**src/hw/dma_pkg.sv**
```systemverilog
// constants and types for the five-channel memory mover
package dma_pkg;
  localparam int          NUM_CH         = 5;
  localparam logic [2:0]  ADDR_ARM       = 3'h0;
  localparam logic [2:0]  ADDR_REQ       = 3'h1;
  localparam logic [2:0]  ADDR_FLAG      = 3'h2;
  localparam logic [2:0]  ADDR_P0_HI     = 3'h3;
  localparam logic [2:0]  ADDR_P0_LO     = 3'h4;
  localparam logic [2:0]  ADDR_P1_HI     = 3'h5;
  localparam logic [2:0]  ADDR_P1_LO     = 3'h6;
  localparam int          ABORT_BIT      = 7;
  localparam logic [15:0] DESC_BYTES     = 16'h0008;
  localparam logic [1:0]  MODE_SINGLE    = 2'h0;
  localparam logic [1:0]  MODE_BLOCK     = 2'h1;
  localparam logic [1:0]  MODE_RSINGLE   = 2'h2;
  localparam logic [1:0]  MODE_RBLOCK    = 2'h3;
  localparam logic [1:0]  STEP_HOLD      = 2'h0;
  localparam logic [1:0]  STEP_PLUS1     = 2'h1;
  localparam logic [1:0]  STEP_PLUS2     = 2'h2;
  localparam logic [1:0]  STEP_MINUS1    = 2'h3;
  localparam logic [1:0]  PRIO_LOW       = 2'h0;
  localparam logic [1:0]  PRIO_NORMAL    = 2'h1;
  localparam logic [1:0]  PRIO_HIGH      = 2'h2;
  localparam logic [4:0]  TRIGGER_SELECT_FIELD_NONE      = 5'h00;
  localparam logic [4:0]  TRIGGER_SELECT_FIELD_PREV      = 5'h01;
  localparam logic [7:0]  REG_RESET      = 8'h00;
  typedef enum logic [2:0] {S_IDLE, S_FETCH, S_RDLO, S_RDHI, S_WRLO, S_WRHI} eng_t;
endpackage : dma_pkg

```
**src/hw/dma_desc_mem.sv**
```systemverilog
// descriptor store: eight bytes per channel, registered read port
`timescale 1ns/1ps
module dma_desc_mem #(
  parameter int DEPTH = 40
) (
  input  wire logic       clk,
  input  wire logic       we,
  input  wire logic [5:0] waddr,
  input  wire logic [7:0] wdata,
  input  wire logic [5:0] raddr,
  output logic      [7:0] rdata
);
  logic [7:0] mem [DEPTH];
  always_ff @(posedge clk)
  begin
    if (we)
    begin
      mem[waddr] <= wdata;
    end
    rdata <= mem[raddr];
  end
endmodule : dma_desc_mem

```
**src/hw/dma_engine.sv**
```systemverilog
// five-channel memory mover: register port, descriptor fetch, arbitration, transfers
`timescale 1ns/1ps
module dma_engine (
  input  wire logic        CORE_CLK,
  input  wire logic        RST,
  input  wire logic [2:0]  REG_ADDR,
  input  wire logic [7:0]  REG_WDATA,
  input  wire logic        REG_WR,
  input  wire logic        REG_RD,
  output logic      [7:0]  REG_RDATA,
  input  wire logic [31:0] TRIGGER_SELECT_FIELD_IN,
  input  wire logic        CPU_REQ,
  output logic             CPU_GNT,
  output logic             MEM_REQ,
  output logic             MEM_WE,
  output logic      [15:0] MEM_ADDR,
  output logic      [7:0]  MEM_WDATA,
  input  wire logic [7:0]  MEM_RDATA,
  output logic             IRQ
);
  localparam int N = dma_pkg::NUM_CH;
  // per-channel descriptor fields, latched at fetch
  logic [15:0] src_r [N];
  logic [15:0] dst_r [N];
  logic [15:0] sp_r  [N];
  logic [15:0] dp_r  [N];
  logic [12:0] len_r [N];
  logic [12:0] cnt_r [N];
  logic [7:0]  cfg6_r [N];
  logic [7:0]  cfg7_r [N];
  logic [N-1:0] arm_r, act_r, pend_r, flag_r, fetched_r, done_r;
  logic [7:0]  p0h_r, p0l_r, p1h_r, p1l_r, rdata_r;
  logic [2:0]  rr_r;
  logic        cpu_skip_r;
  dma_pkg::eng_t st_r;
  logic [2:0]  ch_r;
  logic [2:0]  fidx_r;
  logic [7:0]  dlo_r, dhi_r;
  logic [15:0] fbase;
  logic [N-1:0] set_arm;
  logic        abort_wr;
  logic        dm_we;
  logic [7:0]  dm_rd;

  // descriptor mirror: bytes pass through the memory bus and are kept locally
  dma_desc_mem #(.DEPTH(8*N)) u_desc (
    .clk   (CORE_CLK),
    .we    (dm_we),
    .waddr ({ch_r, fidx_r}),
    .wdata (MEM_RDATA),
    .raddr ({ch_r, 3'h7}),
    .rdata (dm_rd)
  );

  function automatic logic [15:0] step(input logic [15:0] a, input logic [1:0] m);
    case (m)
      dma_pkg::STEP_PLUS1:  step = a + 16'h0001;
      dma_pkg::STEP_PLUS2:  step = a + 16'h0002;
      dma_pkg::STEP_MINUS1: step = a - 16'h0001;
      default:              step = a;
    endcase
  endfunction : step

  function automatic logic [1:0] prio(input logic [7:0] c7);
    prio = c7[1:0];
  endfunction : prio

  assign abort_wr = REG_WR && REG_ADDR == dma_pkg::ADDR_ARM && REG_WDATA[dma_pkg::ABORT_BIT];
  assign set_arm  = (REG_WR && REG_ADDR == dma_pkg::ADDR_ARM && !abort_wr) ?
                    REG_WDATA[N-1:0] : '0;

  // trigger decode and request collection
  logic [N-1:0] trigger_select_field_hit, ready;
  always_comb
  begin
    for (int i = 0; i < N; i++)
    begin
      logic [4:0] t;
      t = cfg6_r[i][4:0];
      if (t == dma_pkg::TRIGGER_SELECT_FIELD_NONE)
        trigger_select_field_hit[i] = 1'b0;
      else if (t == dma_pkg::TRIGGER_SELECT_FIELD_PREV)
        trigger_select_field_hit[i] = done_r[(i + N - 1) % N];
      else
        trigger_select_field_hit[i] = TRIGGER_SELECT_FIELD_IN[t];
      ready[i] = arm_r[i] && fetched_r[i] && (act_r[i] || pend_r[i]);
    end
  end

  // arbitration: highest level wins, rotation breaks ties
  logic [2:0] win;
  logic       win_v;
  logic [1:0] win_p;
  always_comb
  begin
    win = 3'h0;
    win_v = 1'b0;
    win_p = dma_pkg::PRIO_LOW;
    for (int k = 0; k < N; k++)
    begin
      int c;
      c = (int'(rr_r) + 1 + k) % N;
      if (ready[c] && (!win_v || prio(cfg7_r[c]) > win_p))
      begin
        win = c[2:0];
        win_v = 1'b1;
        win_p = prio(cfg7_r[c]);
      end
    end
  end

  // need to fetch: armed without descriptor
  logic [N-1:0] need_f;
  logic [2:0]   fch;
  logic         fv;
  always_comb
  begin
    need_f = arm_r & ~fetched_r;
    fch = 3'h0;
    fv = 1'b0;
    for (int i = N - 1; i >= 0; i--)
      if (need_f[i])
      begin
        fch = i[2:0];
        fv = 1'b1;
      end
    // follow the channel being fetched, not the one that would be picked next
    fbase = (ch_r == 3'h0) ? {p0h_r, p0l_r} :
            {p1h_r, p1l_r} + {10'h000, ch_r - 3'h1, 3'h0};
  end

  // processor conflict resolution per level
  logic dma_go;
  always_comb
  begin
    if (!CPU_REQ)
      dma_go = 1'b1;
    else if (st_r == dma_pkg::S_FETCH || st_r == dma_pkg::S_IDLE)
      dma_go = 1'b0;
    else
      case (prio(cfg7_r[ch_r]))
        dma_pkg::PRIO_HIGH:   dma_go = 1'b1;
        dma_pkg::PRIO_NORMAL: dma_go = cpu_skip_r;
        default:              dma_go = 1'b0;
      endcase
  end
  assign CPU_GNT = CPU_REQ && !(MEM_REQ && dma_go);

  logic word;
  logic [12:0] eff_len;
  assign word    = cfg6_r[ch_r][7];
  // fixed length used; variable-length field kept in bit 2 of byte 7 as width select
  assign eff_len = (!word && !cfg7_r[ch_r][2]) ? {6'h00, len_r[ch_r][6:0]} : len_r[ch_r];

  always_comb
  begin
    MEM_REQ = 1'b0;
    MEM_WE = 1'b0;
    MEM_ADDR = 16'h0000;
    MEM_WDATA = 8'h00;
    case (st_r)
      dma_pkg::S_FETCH:
      begin
        MEM_REQ = !CPU_REQ;
        MEM_ADDR = fbase + {13'h0000, fidx_r};
      end
      dma_pkg::S_RDLO:
      begin
        MEM_REQ = 1'b1;
        MEM_ADDR = sp_r[ch_r];
      end
      dma_pkg::S_RDHI:
      begin
        MEM_REQ = 1'b1;
        MEM_ADDR = sp_r[ch_r] + 16'h0001;
      end
      dma_pkg::S_WRLO:
      begin
        MEM_REQ = 1'b1;
        MEM_WE = 1'b1;
        MEM_ADDR = dp_r[ch_r];
        MEM_WDATA = dlo_r;
      end
      dma_pkg::S_WRHI:
      begin
        MEM_REQ = 1'b1;
        MEM_WE = 1'b1;
        MEM_ADDR = dp_r[ch_r] + 16'h0001;
        MEM_WDATA = dhi_r;
      end
      default: ;
    endcase
  end

  logic go;
  assign go = MEM_REQ && dma_go;
  assign dm_we = go && st_r == dma_pkg::S_FETCH;

  always_ff @(posedge CORE_CLK)
  begin
    if (RST)
    begin
      st_r <= dma_pkg::S_IDLE;
      arm_r <= '0;
      act_r <= '0;
      pend_r <= '0;
      flag_r <= '0;
      fetched_r <= '0;
      done_r <= '0;
      p0h_r <= dma_pkg::REG_RESET;
      p0l_r <= dma_pkg::REG_RESET;
      p1h_r <= dma_pkg::REG_RESET;
      p1l_r <= dma_pkg::REG_RESET;
      rdata_r <= dma_pkg::REG_RESET;
      rr_r <= 3'h0;
      cpu_skip_r <= 1'b0;
      ch_r <= 3'h0;
      fidx_r <= 3'h0;
      dlo_r <= 8'h00;
      dhi_r <= 8'h00;
      IRQ <= 1'b0;
      for (int i = 0; i < N; i++)
      begin
        src_r[i] <= 16'h0000;
        dst_r[i] <= 16'h0000;
        sp_r[i] <= 16'h0000;
        dp_r[i] <= 16'h0000;
        len_r[i] <= 13'h0000;
        cnt_r[i] <= 13'h0000;
        cfg6_r[i] <= 8'h00;
        cfg7_r[i] <= 8'h00;
      end
    end
    else
    begin
      logic [N-1:0] fl_set, dn;
      fl_set = '0;
      dn = '0;
      // conflict bookkeeping for the every-second-try guarantee
      if (CPU_REQ && MEM_REQ && st_r != dma_pkg::S_FETCH)
        cpu_skip_r <= !dma_go;
      for (int i = 0; i < N; i++)
        if (arm_r[i] && fetched_r[i] && trigger_select_field_hit[i])
          pend_r[i] <= 1'b1;
      if (REG_WR && REG_ADDR == dma_pkg::ADDR_REQ)
        pend_r <= pend_r | (REG_WDATA[N-1:0] & arm_r) | (trigger_select_field_hit & arm_r & fetched_r);
      case (st_r)
        dma_pkg::S_IDLE:
          if (fv)
          begin
            ch_r <= fch;
            fidx_r <= 3'h0;
            st_r <= dma_pkg::S_FETCH;
          end
          else if (win_v)
          begin
            ch_r <= win;
            rr_r <= win;
            act_r[win] <= 1'b1;
            pend_r[win] <= 1'b0;
            st_r <= dma_pkg::S_RDLO;
          end
        dma_pkg::S_FETCH:
          if (go)
          begin
            case (fidx_r)
              3'h0: src_r[ch_r][15:8] <= MEM_RDATA;
              3'h1: src_r[ch_r][7:0] <= MEM_RDATA;
              3'h2: dst_r[ch_r][15:8] <= MEM_RDATA;
              3'h3: dst_r[ch_r][7:0] <= MEM_RDATA;
              3'h4: len_r[ch_r][12:8] <= MEM_RDATA[4:0];
              3'h5: len_r[ch_r][7:0] <= MEM_RDATA;
              3'h6: cfg6_r[ch_r] <= MEM_RDATA;
              default: cfg7_r[ch_r] <= MEM_RDATA;
            endcase
            fidx_r <= fidx_r + 3'h1;
            if (fidx_r == 3'h7)
            begin
              sp_r[ch_r] <= src_r[ch_r];
              dp_r[ch_r] <= dst_r[ch_r];
              cnt_r[ch_r] <= 13'h0000;
              fetched_r[ch_r] <= 1'b1;
              st_r <= dma_pkg::S_IDLE;
            end
          end
        dma_pkg::S_RDLO:
          if (go)
          begin
            dlo_r <= MEM_RDATA;
            st_r <= word ? dma_pkg::S_RDHI : dma_pkg::S_WRLO;
          end
        dma_pkg::S_RDHI:
          if (go)
          begin
            dhi_r <= MEM_RDATA;
            st_r <= dma_pkg::S_WRLO;
          end
        dma_pkg::S_WRLO:
          if (go)
            st_r <= word ? dma_pkg::S_WRHI : dma_pkg::S_WRLO;
        default: ;
      endcase
      // end of a unit transfer
      if (go && ((st_r == dma_pkg::S_WRLO && !word) || st_r == dma_pkg::S_WRHI))
      begin
        logic [12:0] nc;
        logic [1:0]  md;
        nc = cnt_r[ch_r] + 13'h0001;
        md = cfg6_r[ch_r][6:5];
        sp_r[ch_r] <= step(sp_r[ch_r], cfg7_r[ch_r][7:6]);
        dp_r[ch_r] <= step(dp_r[ch_r], cfg7_r[ch_r][5:4]);
        cnt_r[ch_r] <= nc;
        st_r <= dma_pkg::S_IDLE;
        if (md == dma_pkg::MODE_SINGLE || md == dma_pkg::MODE_RSINGLE)
          act_r[ch_r] <= 1'b0;
        if (nc >= eff_len)
        begin
          act_r[ch_r] <= 1'b0;
          fl_set[ch_r] = 1'b1;
          dn[ch_r] = 1'b1;
          if (md == dma_pkg::MODE_SINGLE || md == dma_pkg::MODE_BLOCK)
            arm_r[ch_r] <= 1'b0;
          fetched_r[ch_r] <= 1'b0; // refetch at once if still armed, else on rearm
        end
        // block modes stay active so the channel re-requests at once
      end
      done_r <= dn;
      if (abort_wr)
      begin
        arm_r <= arm_r & ~REG_WDATA[N-1:0];
        act_r <= act_r & ~REG_WDATA[N-1:0];
        pend_r <= pend_r & ~REG_WDATA[N-1:0];
        fetched_r <= fetched_r & ~REG_WDATA[N-1:0];
        if (st_r != dma_pkg::S_IDLE && REG_WDATA[ch_r])
          st_r <= dma_pkg::S_IDLE;
      end
      else if (|set_arm)
      begin
        arm_r <= arm_r | set_arm;
        fetched_r <= fetched_r & ~set_arm;
      end
      // set wins over a software clear in the same cycle
      if (REG_WR && REG_ADDR == dma_pkg::ADDR_FLAG)
        flag_r <= (flag_r & REG_WDATA[N-1:0]) | fl_set;
      else
        flag_r <= flag_r | fl_set;
      begin
        logic irq;
        irq = 1'b0;
        for (int i = 0; i < N; i++)
          irq = irq | (fl_set[i] && cfg7_r[i][3]);
        IRQ <= irq;
      end
      if (REG_WR)
        case (REG_ADDR)
          dma_pkg::ADDR_P0_HI: p0h_r <= REG_WDATA;
          dma_pkg::ADDR_P0_LO: p0l_r <= REG_WDATA;
          dma_pkg::ADDR_P1_HI: p1h_r <= REG_WDATA;
          dma_pkg::ADDR_P1_LO: p1l_r <= REG_WDATA;
          default: ;
        endcase
      if (REG_RD)
        case (REG_ADDR)
          dma_pkg::ADDR_ARM:   rdata_r <= {3'h0, arm_r};
          dma_pkg::ADDR_REQ:   rdata_r <= {3'h0, pend_r};
          dma_pkg::ADDR_FLAG:  rdata_r <= {3'h0, flag_r};
          dma_pkg::ADDR_P0_HI: rdata_r <= p0h_r;
          dma_pkg::ADDR_P0_LO: rdata_r <= p0l_r;
          dma_pkg::ADDR_P1_HI: rdata_r <= p1h_r;
          dma_pkg::ADDR_P1_LO: rdata_r <= p1l_r;
          default:             rdata_r <= 8'h00;
        endcase
    end
  end
  assign REG_RDATA = rdata_r;

  high_beats_cpu_a: assert property (@(posedge CORE_CLK) disable iff (RST)
    (MEM_REQ && st_r != dma_pkg::S_FETCH && prio(cfg7_r[ch_r]) == dma_pkg::PRIO_HIGH)
    |-> !CPU_GNT) else $error("high priority lost to processor");
  low_yields_a: assert property (@(posedge CORE_CLK) disable iff (RST)
    (CPU_REQ && st_r != dma_pkg::S_FETCH && prio(cfg7_r[ch_r]) == dma_pkg::PRIO_LOW)
    |-> CPU_GNT) else $error("low priority beat processor");
  normal_share_a: assert property (@(posedge CORE_CLK) disable iff (RST)
    (CPU_REQ && MEM_REQ && !dma_go && st_r != dma_pkg::S_FETCH && st_r != dma_pkg::S_IDLE
     && prio(cfg7_r[ch_r]) == dma_pkg::PRIO_NORMAL) ##1 (CPU_REQ && MEM_REQ
     && prio(cfg7_r[ch_r]) == dma_pkg::PRIO_NORMAL && $stable(st_r)) |-> dma_go)
    else $error("normal priority lost twice");
  abort_clears_a: assert property (@(posedge CORE_CLK) disable iff (RST)
    abort_wr |=> ((arm_r & $past(REG_WDATA[N-1:0])) == '0)) else $error("abort missed");
  flag_sets_a: assert property (@(posedge CORE_CLK) disable iff (RST)
    |done_r |-> ((flag_r & done_r) == done_r)) else $error("completion flag not set");
  unarmed_idle_a: assert property (@(posedge CORE_CLK) disable iff (RST)
    (st_r == dma_pkg::S_IDLE && win_v) |-> arm_r[win]) else $error("unarmed channel ran");
  mem_idle_a: assert property (@(posedge CORE_CLK) disable iff (RST)
    (st_r == dma_pkg::S_IDLE) |-> !MEM_REQ) else $error("bus used while idle");
  read_once_a: assert property (@(posedge CORE_CLK) disable iff (RST)
    (st_r == dma_pkg::S_RDLO && go && !word) |=> st_r == dma_pkg::S_WRLO)
    else $error("byte transfer sequence broken");
  abort_cov_c: cover property (@(posedge CORE_CLK) abort_wr && |arm_r);
  done_cov_c: cover property (@(posedge CORE_CLK) |done_r);
  conflict_cov_c: cover property (@(posedge CORE_CLK) CPU_REQ && MEM_REQ);
endmodule : dma_engine

```
**config.mk**
```make
export PLATFORM = sky130hd
export DESIGN_NAME = dma_engine
export DESIGN_NICKNAME = d
export VERILOG_FILES = /design/src/hw/dma_pkg.sv /design/src/hw/dma_desc_mem.sv /design/src/hw/dma_engine.sv
export SDC_FILE = /design/constraint.sdc
export NUM_CORES = 2
export LEC_CHECK = 0
export ABC_AREA = 1
export BUFFER_PORTS_ARGS = -buffer_cell sky130_fd_sc_hd__buf_2
export CORE_MARGIN = 3
export CORE_UTILIZATION = 45
export DETAILED_ROUTE_END_ITERATION = 10
export PLACE_DENSITY = 0.68
export REMOVE_ABC_BUFFERS = 1
export SLEW_MARGIN = 20
export SYNTH_ARGS = -nofsm -noshare
export SYNTH_HDL_FRONTEND = slang
export SYNTH_SLANG_ARGS = --single-unit
```
**constraint.sdc**
```tcl
create_clock -name CORE_CLK -period 9.5 [get_ports CORE_CLK]
set_input_delay 1.9 -clock CORE_CLK [delete_from_list [all_inputs] [get_ports CORE_CLK]]
set_output_delay 1.9 -clock CORE_CLK [all_outputs]
set_load 0.005 [all_outputs]
```
==> Word level (Yosys, flattened, before mapping) <==
Memories as Yosys holds them, arrays and structs flattened. A register that Yosys moved wholly into a read port is not among the register bits.
Cells that the tools add are included.
{ "word_totals": {"register_bits": 100, "latch_bits": 0, "mem_bits_rw": 530, "mem_bits_ro": 0, "input_bits": 56, "mem_count": 8} }
{ "op_classes": {"n_addsub": 16, "mul": 0, "div_mod_pow": 5, "order_cmp": 19, "eq_ne": 36, "n_shift": 0, "mux": 231, "n_bitwise": 35, "n_reduce_logical": 100} }
{ "memory_table": {"columns": ["memory", "depth", "word_bits", "rd", "rd_clocked_by_memory_dff", "wr", "line_no", "text"], "rows": [
  ["dp_r", 5, 16, 1, 1, 5, "dma_engine.sv:26", "logic [15:0] dp_r [N];"],
  ["dst_r", 5, 16, 1, 1, 5, "dma_engine.sv:24", "logic [15:0] dst_r [N];"],
  ["sp_r", 5, 16, 1, 1, 5, "dma_engine.sv:25", "logic [15:0] sp_r [N];"],
  ["src_r", 5, 16, 1, 1, 5, "dma_engine.sv:23", "logic [15:0] src_r [N];"],
  ["cnt_r", 5, 13, 1, 1, 5, "dma_engine.sv:28", "logic [12:0] cnt_r [N];"],
  ["len_r", 5, 13, 1, 1, 5, "dma_engine.sv:27", "logic [12:0] len_r [N];"],
  ["+2 memories", null, null, null, null, null, null, null]
]} }
{ "op_table": {"columns": ["cell", "n"], "rows": [
  ["16-bit 2-to-1 mux", 11],
  ["5-bit 2-to-1 mux", 34],
  ["32-bit by 5-bit less-than comparator with 1-bit output, second input constant", 5],
  ["32-bit by 4-bit remainder unit with 32-bit output, second input constant", 5],
  ["3-bit 2-to-1 mux", 49],
  ["1-bit 2-to-1 mux", 102],
  ["16-bit one-hot mux with 3 select lines", 2],
  ["16-bit one-hot mux with 5 select lines", 1],
  ["5-bit AND", 15],
  ["32-bit by 3-bit adder with 32-bit output, second input constant", 2],
  ["16-bit OR reduction", 4],
  ["8-bit one-hot mux with 7 select lines", 1],
  ["13-bit 2-to-1 mux", 4],
  ["1-bit logical AND", 39],
  ["5-bit OR", 7],
  ["16-bit by 1-bit adder with 16-bit output, second input constant", 2],
  ["16-bit by 2-bit adder with 16-bit output, second input constant", 2],
  ["32-bit by 2-bit adder with 32-bit output, second input constant", 1],
  ["16-bit by 1-bit subtractor with 16-bit output, second input constant", 2],
  ["5-bit by 6-bit less-than comparator with 1-bit output, second input constant", 5],
  ["3-bit equality test, second input constant", 9],
  ["13-bit OR reduction", 2],
  ["1-bit binary-select mux with 5-bit select", 5],
  ["5-bit by 1-bit equality test with 1-bit output, second input constant", 5],
  ["other kinds (42)", 128]
]} }

==> Longest topological paths before layout <==
{ "depth": {"ltp_word": 39, "ltp_mapped": 65, "depth_no_buf": 65} }

==> Worst setup path before layout <==
OpenSTA, ideal clock, no wires.
{ "synth_path": {"kind": "reg-to-reg", "from": "register rr_r[0]", "to": "register act_r[0]", "arrival_time_ns": 7.783, "setup_slack_ns": 1.649, "path_stages_with_launch": 62, "n_path_buf": 1, "period_less_slack_ns": 7.851, "path_cell_list": "dfxtp_1 -> inv_2 -> ha_1 -> ha_1 -> nand2_1 -> nand2_1 -> inv_2 -> nand2_4 -> ha_1 -> inv_1 -> nand2_2 -> nand2_4 -> nand4_1 -> xor2_1 -> ha_1 -> or2_2 -> nand3_2 -> nand2_2 -> [... 26 more ...] -> nand2_2 -> nand2_2 -> nand2_1 -> o21ai_0 -> ha_1 -> inv_1 -> nor2_1 -> o21ai_0 -> nand2_2 -> nand2_4 -> inv_2 -> nand2_1 -> nand2_2 -> nor2_4 -> nand2_1 -> nand2_1 -> nand2_1 -> a21oi_2"} }
{ "synth_via": {"elab_chain_len": 39} }
{ "synth_rtl": {"columns": ["item", "line_no", "text"], "rows": [
  ["start, declared", "dma_engine.sv:33", "logic [2:0] rr_r;"],
  ["start signal, assigned", "dma_engine.sv:258", "rr_r <= win;"],
  ["3-bit by 1-bit adder with 4-bit output *", "dma_engine.sv:102", "c = (int'(rr_r) + 1 + k) % N;"],
  ["branches (longest 26 deep; another with 32-bit by 2-bit adder with 32-bit output)", null, null],
  ["5-bit 2-to-1 mux *", "dma_engine.sv:255", "else if (win_v)"],
  ["5-bit 2-to-1 mux *", "dma_engine.sv:249", "if (fv)"],
  ["5-bit 2-to-1 mux *", "dma_engine.sv:247", "case (st_r)"],
  ["5-bit 2-to-1 mux *", "dma_engine.sv:201", "if (RST)"],
  ["5-bit AND (no source line)", null, null],
  ["5-bit 2-to-1 mux", "dma_engine.sv:314", "if (md == dma_pkg::MODE_SINGLE || md == dma_pkg::MODE_RSINGLE)"],
  ["5-bit 2-to-1 mux", "dma_engine.sv:304", "if (go && ((st_r == dma_pkg::S_WRLO && !word) || st_r == dma_pkg::S_WRHI))"],
  ["5-bit 2-to-1 mux", "dma_engine.sv:201", null],
  ["5-bit AND (no source line)", null, null],
  ["5-bit 2-to-1 mux", "dma_engine.sv:316", "if (nc >= eff_len)"],
  ["5-bit 2-to-1 mux *", "dma_engine.sv:304", null],
  ["5-bit 2-to-1 mux *", "dma_engine.sv:328", "if (abort_wr)"],
  ["end signal, assigned", "dma_engine.sv:331", "act_r <= act_r & ~REG_WDATA[N-1:0];"],
  ["end, declared", "dma_engine.sv:31", "logic [N-1:0] arm_r, act_r, pend_r, flag_r, fetched_r, done_r;"]
]} }
Every way passes the cells marked *. The select of a mux whose other input is x is not followed.
A chain may end at the register's enable or synchronous reset.

==> Final worst setup path <==
Same ends and word-level chain as after synthesis.

==> results.json <==
{
  "antenna_found_initial": 2,
  "max_freq_ghz": 0.115,
  "post_cts_buffers": 0,
  "clkLatencyLatePin_ps": 690,
  "die_x_um": 335,
  "finalHoldViolCount": 0,
  "synth_top_cell_area_share_pct": 51.1,
  "grt_use_met2_pct": 41.4,
  "synth_commonest_cells": "1054 x nor2_1, 924 x nand2_1, 830 x edfxtp_1",
  "sequential_cell_area_sq_um": 27000,
  "leakage_nw": 20.5,
  "ant_nets": 0,
  "tns_ps": 0,
  "synth_largest_area_cell": "edfxtp_1",
  "syn_inst": 5518,
  "tightest_slew_ps": 1220,
  "final_cells": 6991,
  "clk_path_buf_depth": 3,
  "place_inst": 6812,
  "crit_cells": 61,
  "crit_top_cell": "nand2_1",
  "timing.final.crit_period_ps": 8700,
  "vias": 41100,
  "status": "finished clean",
  "final_max_slew_viol_count": 0,
  "grt_max_degree": 178,
  "busiest_layer": "met2",
  "ir_worst_vdd_uv": 350,
  "relSlewSlack_pct": 18.1,
  "fin_crit_sh_pct": 91.5,
  "finalPower_w": 0.0170,
  "synth_area_leaders": "edfxtp_1 51%, nor2_1 8.1%, nand2_1 7.1%, o21ai_0 5.3%, dfxtp_1 4.2%",
  "grtUsageMet1_pct": 37.9,
  "tritoncts": "yes",
  "h-tree-depth": 3,
  "ctsHoldBuffers": 0,
  "initial_utilization_pct": 45.4,
  "core_sq_um": 107000,
  "cp-end-kind": "flip-flop",
  "crit_family": "simple AND/OR/NAND/NOR gates",
  "dp_hpwl_um": 100000,
  "crit_type": "flip-flop to flip-flop",
  "area_growth_pct": 10.1,
  "layout_setup_ws_ps": 803,
  "startpoint": "rr_r[0]$_SDFFE_PP0P_",
  "cts_inserted_buffers": 97,
  "start_kind": "flip-flop",
  "synth_ff_type": "edfxtp_1",
  "drv_cap": 0,
  "hp-class": "flip-flop to flip-flop",
  "r2r_end": "act_r[0]$_SDFF_PP0_",
  "post-place-ws_ps": 630,
  "slowest_delay_ps": 340,
  "drc": 0,
  "die_height_um": 335,
  "synth_enable_flop_cells": 830,
  "synth_seq_cells": 933,
  "place_congestion": 0.969,
  "nFillCells": 9873,
  "cts.sinks": 933,
  "drtPass1Iterations": 6,
  "regToRegSetupSlack_ps": 800,
  "syn_area_sq_um": 48800,
  "cp_max_fo": 18,
  "grt_overflow": 0,
  "async_flop_share_pct": 0,
  "root_buffer": "clkbuf_16",
  "holdCritStartpoint": "p0h_r[2]$_SDFFE_PP0P_",
  "grt_first_pass_wirelength_um": 231000,
  "drt-total-wl_um": 154000,
  "path_buf_inv": 10,
  "final_nets": 5652,
  "rows": 120,
  "ys_seq_area_share_pct": 55.3,
  "first_global_vias": 38300,
  "via_per_inst": 5.88,
  "slowest_stage": "dfxtp_1",
  "dieArea_sq_um": 112000,
  "ff2ff_path_depth": 61,
  "grt_util_met3_pct": 5.11,
  "ctsResizeCount": 0,
  "worstSetupEndpoint": "act_r[0]$_SDFF_PP0_",
  "clk_pin_slew_ps": 70,
  "timing.hold.ws_ps": 467,
  "syn_avg_cell_area_sq_um": 8.84,
  "powerDensity_nw_per_um2": 317,
  "final-setup-viol-count": 0,
  "r2r-start": "rr_r[0]$_SDFFE_PP0P_",
  "avgRoutedWirePerCell_um": 22.1,
  "drtIter0Drc": 5571,
  "port_buffers": 91,
  "grt_util_all_layers_pct": 26.8,
  "multiInputGateArea_sq_um": 18800,
  "required_ps": 10120,
  "yosysMostFrequentCell": "nor2_1",
  "arrival_ps": 9310,
  "drive_above_1_share_pct": 7.98,
  "synth_cell_types": 73,
  "io_pins": 92,
  "yosysWarnings": 0,
  "grt_setup_unrepaired": "no",
  "finClkSkew_ps": 24.5
}
-- worst min path at each step --
stage	to	slack (ps)	cells past startpoint
final	p0h_r[2]$_SDFFE_PP0P_	470	2
after detailed placement	p0h_r[2]$_SDFFE_PP0P_	460	2
after floorplan	pend_r[3]$_SDFF_PP0_	440	2
after global placement	pend_r[3]$_SDFF_PP0_	460	2
after CTS	p0h_r[2]$_SDFFE_PP0P_	470	2
after global routing	REG_RDATA[6]$_SDFFE_PP0P_	490	2
-- final cells by class --
| cell class | instances | share of cell area [%] |
|---|---|---|
| timing repair buffer | 162 | 1.91 |
| sequential | 933 | 50.3 |
| antenna | 1 | 0.00466 |
| inverter | 514 | 3.64 |
| tap | 1403 | 3.27 |
| clock buffer | 132 | 4.96 |
| clock inverter | 45 | 0.865 |
| multi-input combinational | 3801 | 35.1 |
-- where the power goes --
part           internal, W  total (W)  switching (W)
Combinational      0.00242    0.00844        0.00602
Clock              0.00218    0.00379        0.00161
Sequential         0.00467    0.00482       0.000141
Total              0.00928     0.0170        0.00777
-- flip-flops by register name, indices dropped and copies added, names as in the netlist, 8 cells and up, named ones only --
| name | cells |
|---|---|
| cfg7_r | 61 |
| REG_RDATA | 8 |
| dhi_r | 8 |
| dst_r | 128 |
| dlo_r | 8 |
| len_r | 104 |
| dp_r | 128 |
| sp_r | 128 |
| p0h_r | 8 |
| p0l_r | 8 |
| cnt_r | 104 |
| p1h_r | 8 |
| src_r | 128 |
| cfg6_r | 49 |
| p1l_r | 8 |
-- cell usage in the layout (no fill, tap or decap), types with 28 or more instances in the layout --
master and count:
nor2_1 1049, nand2_1 913, edfxtp_1 830, o21ai_0 512
inv_1 457, nand3_1 337, a21oi_1 242, o22ai_1 130
clkbuf_16 100, dfxtp_1 99, buf_2 91, ha_1 84
buf_4 68, xor2_1 49, nand2_2 44, nor3_1 43
o211ai_1 42, o21ai_1 40, clkinv_1 40, a221oi_1 38
o221ai_1 36, inv_2 33, clkbuf_1 28
-- stage by stage --
step	cell area (sq um)	utilization [%]
6_report	53700	50.0
5_1_grt	53700	50.0
4_1_cts	53600	50.0
3_5_place_dp	50500	47.1
3_3_place_gp	50500	47.1
2_1_floorplan	47700	-
-- worst reg2reg max path: cells and delay by family, from the launching register on --
kind / cells / cell delay [ps]
xor gates and xnor gates: 1 / 220
DFF: 1 / 340
buffers and inverters: 10 / 1030
adders and majority gates: 8 / 2190
and+or+nand+nor: 32 / 3230
AOI/OAI and AO/OA: 10 / 1640
-- metal layers --
layer | part of all wire, % | vias to the layer above
li1 | - | 19000
met1 | 41 | 19500
met2 | 44 | 2275
met3 | 11 | 361
met4 | 3.5 | 0
met5 | 0 | -
-- kinds of logic (layout without fill, tap and decap cells) --
kind of cell / count (synthesis) / in the layout / share of synthesized area (%)
simple gates: 2476 / 2476 / 20.9
compound gates: 1181 / 1181 / 14.1
flops: 933 / 933 / 55.3
buf+inv: 784 / 853 / 6.27
xor+xnor: 57 / 57 / 1.09
other cells: 0 / 1 / 0
fa+ha+maj: 87 / 87 / 2.26
No activity file was read; power rests on OpenSTA's default activity.
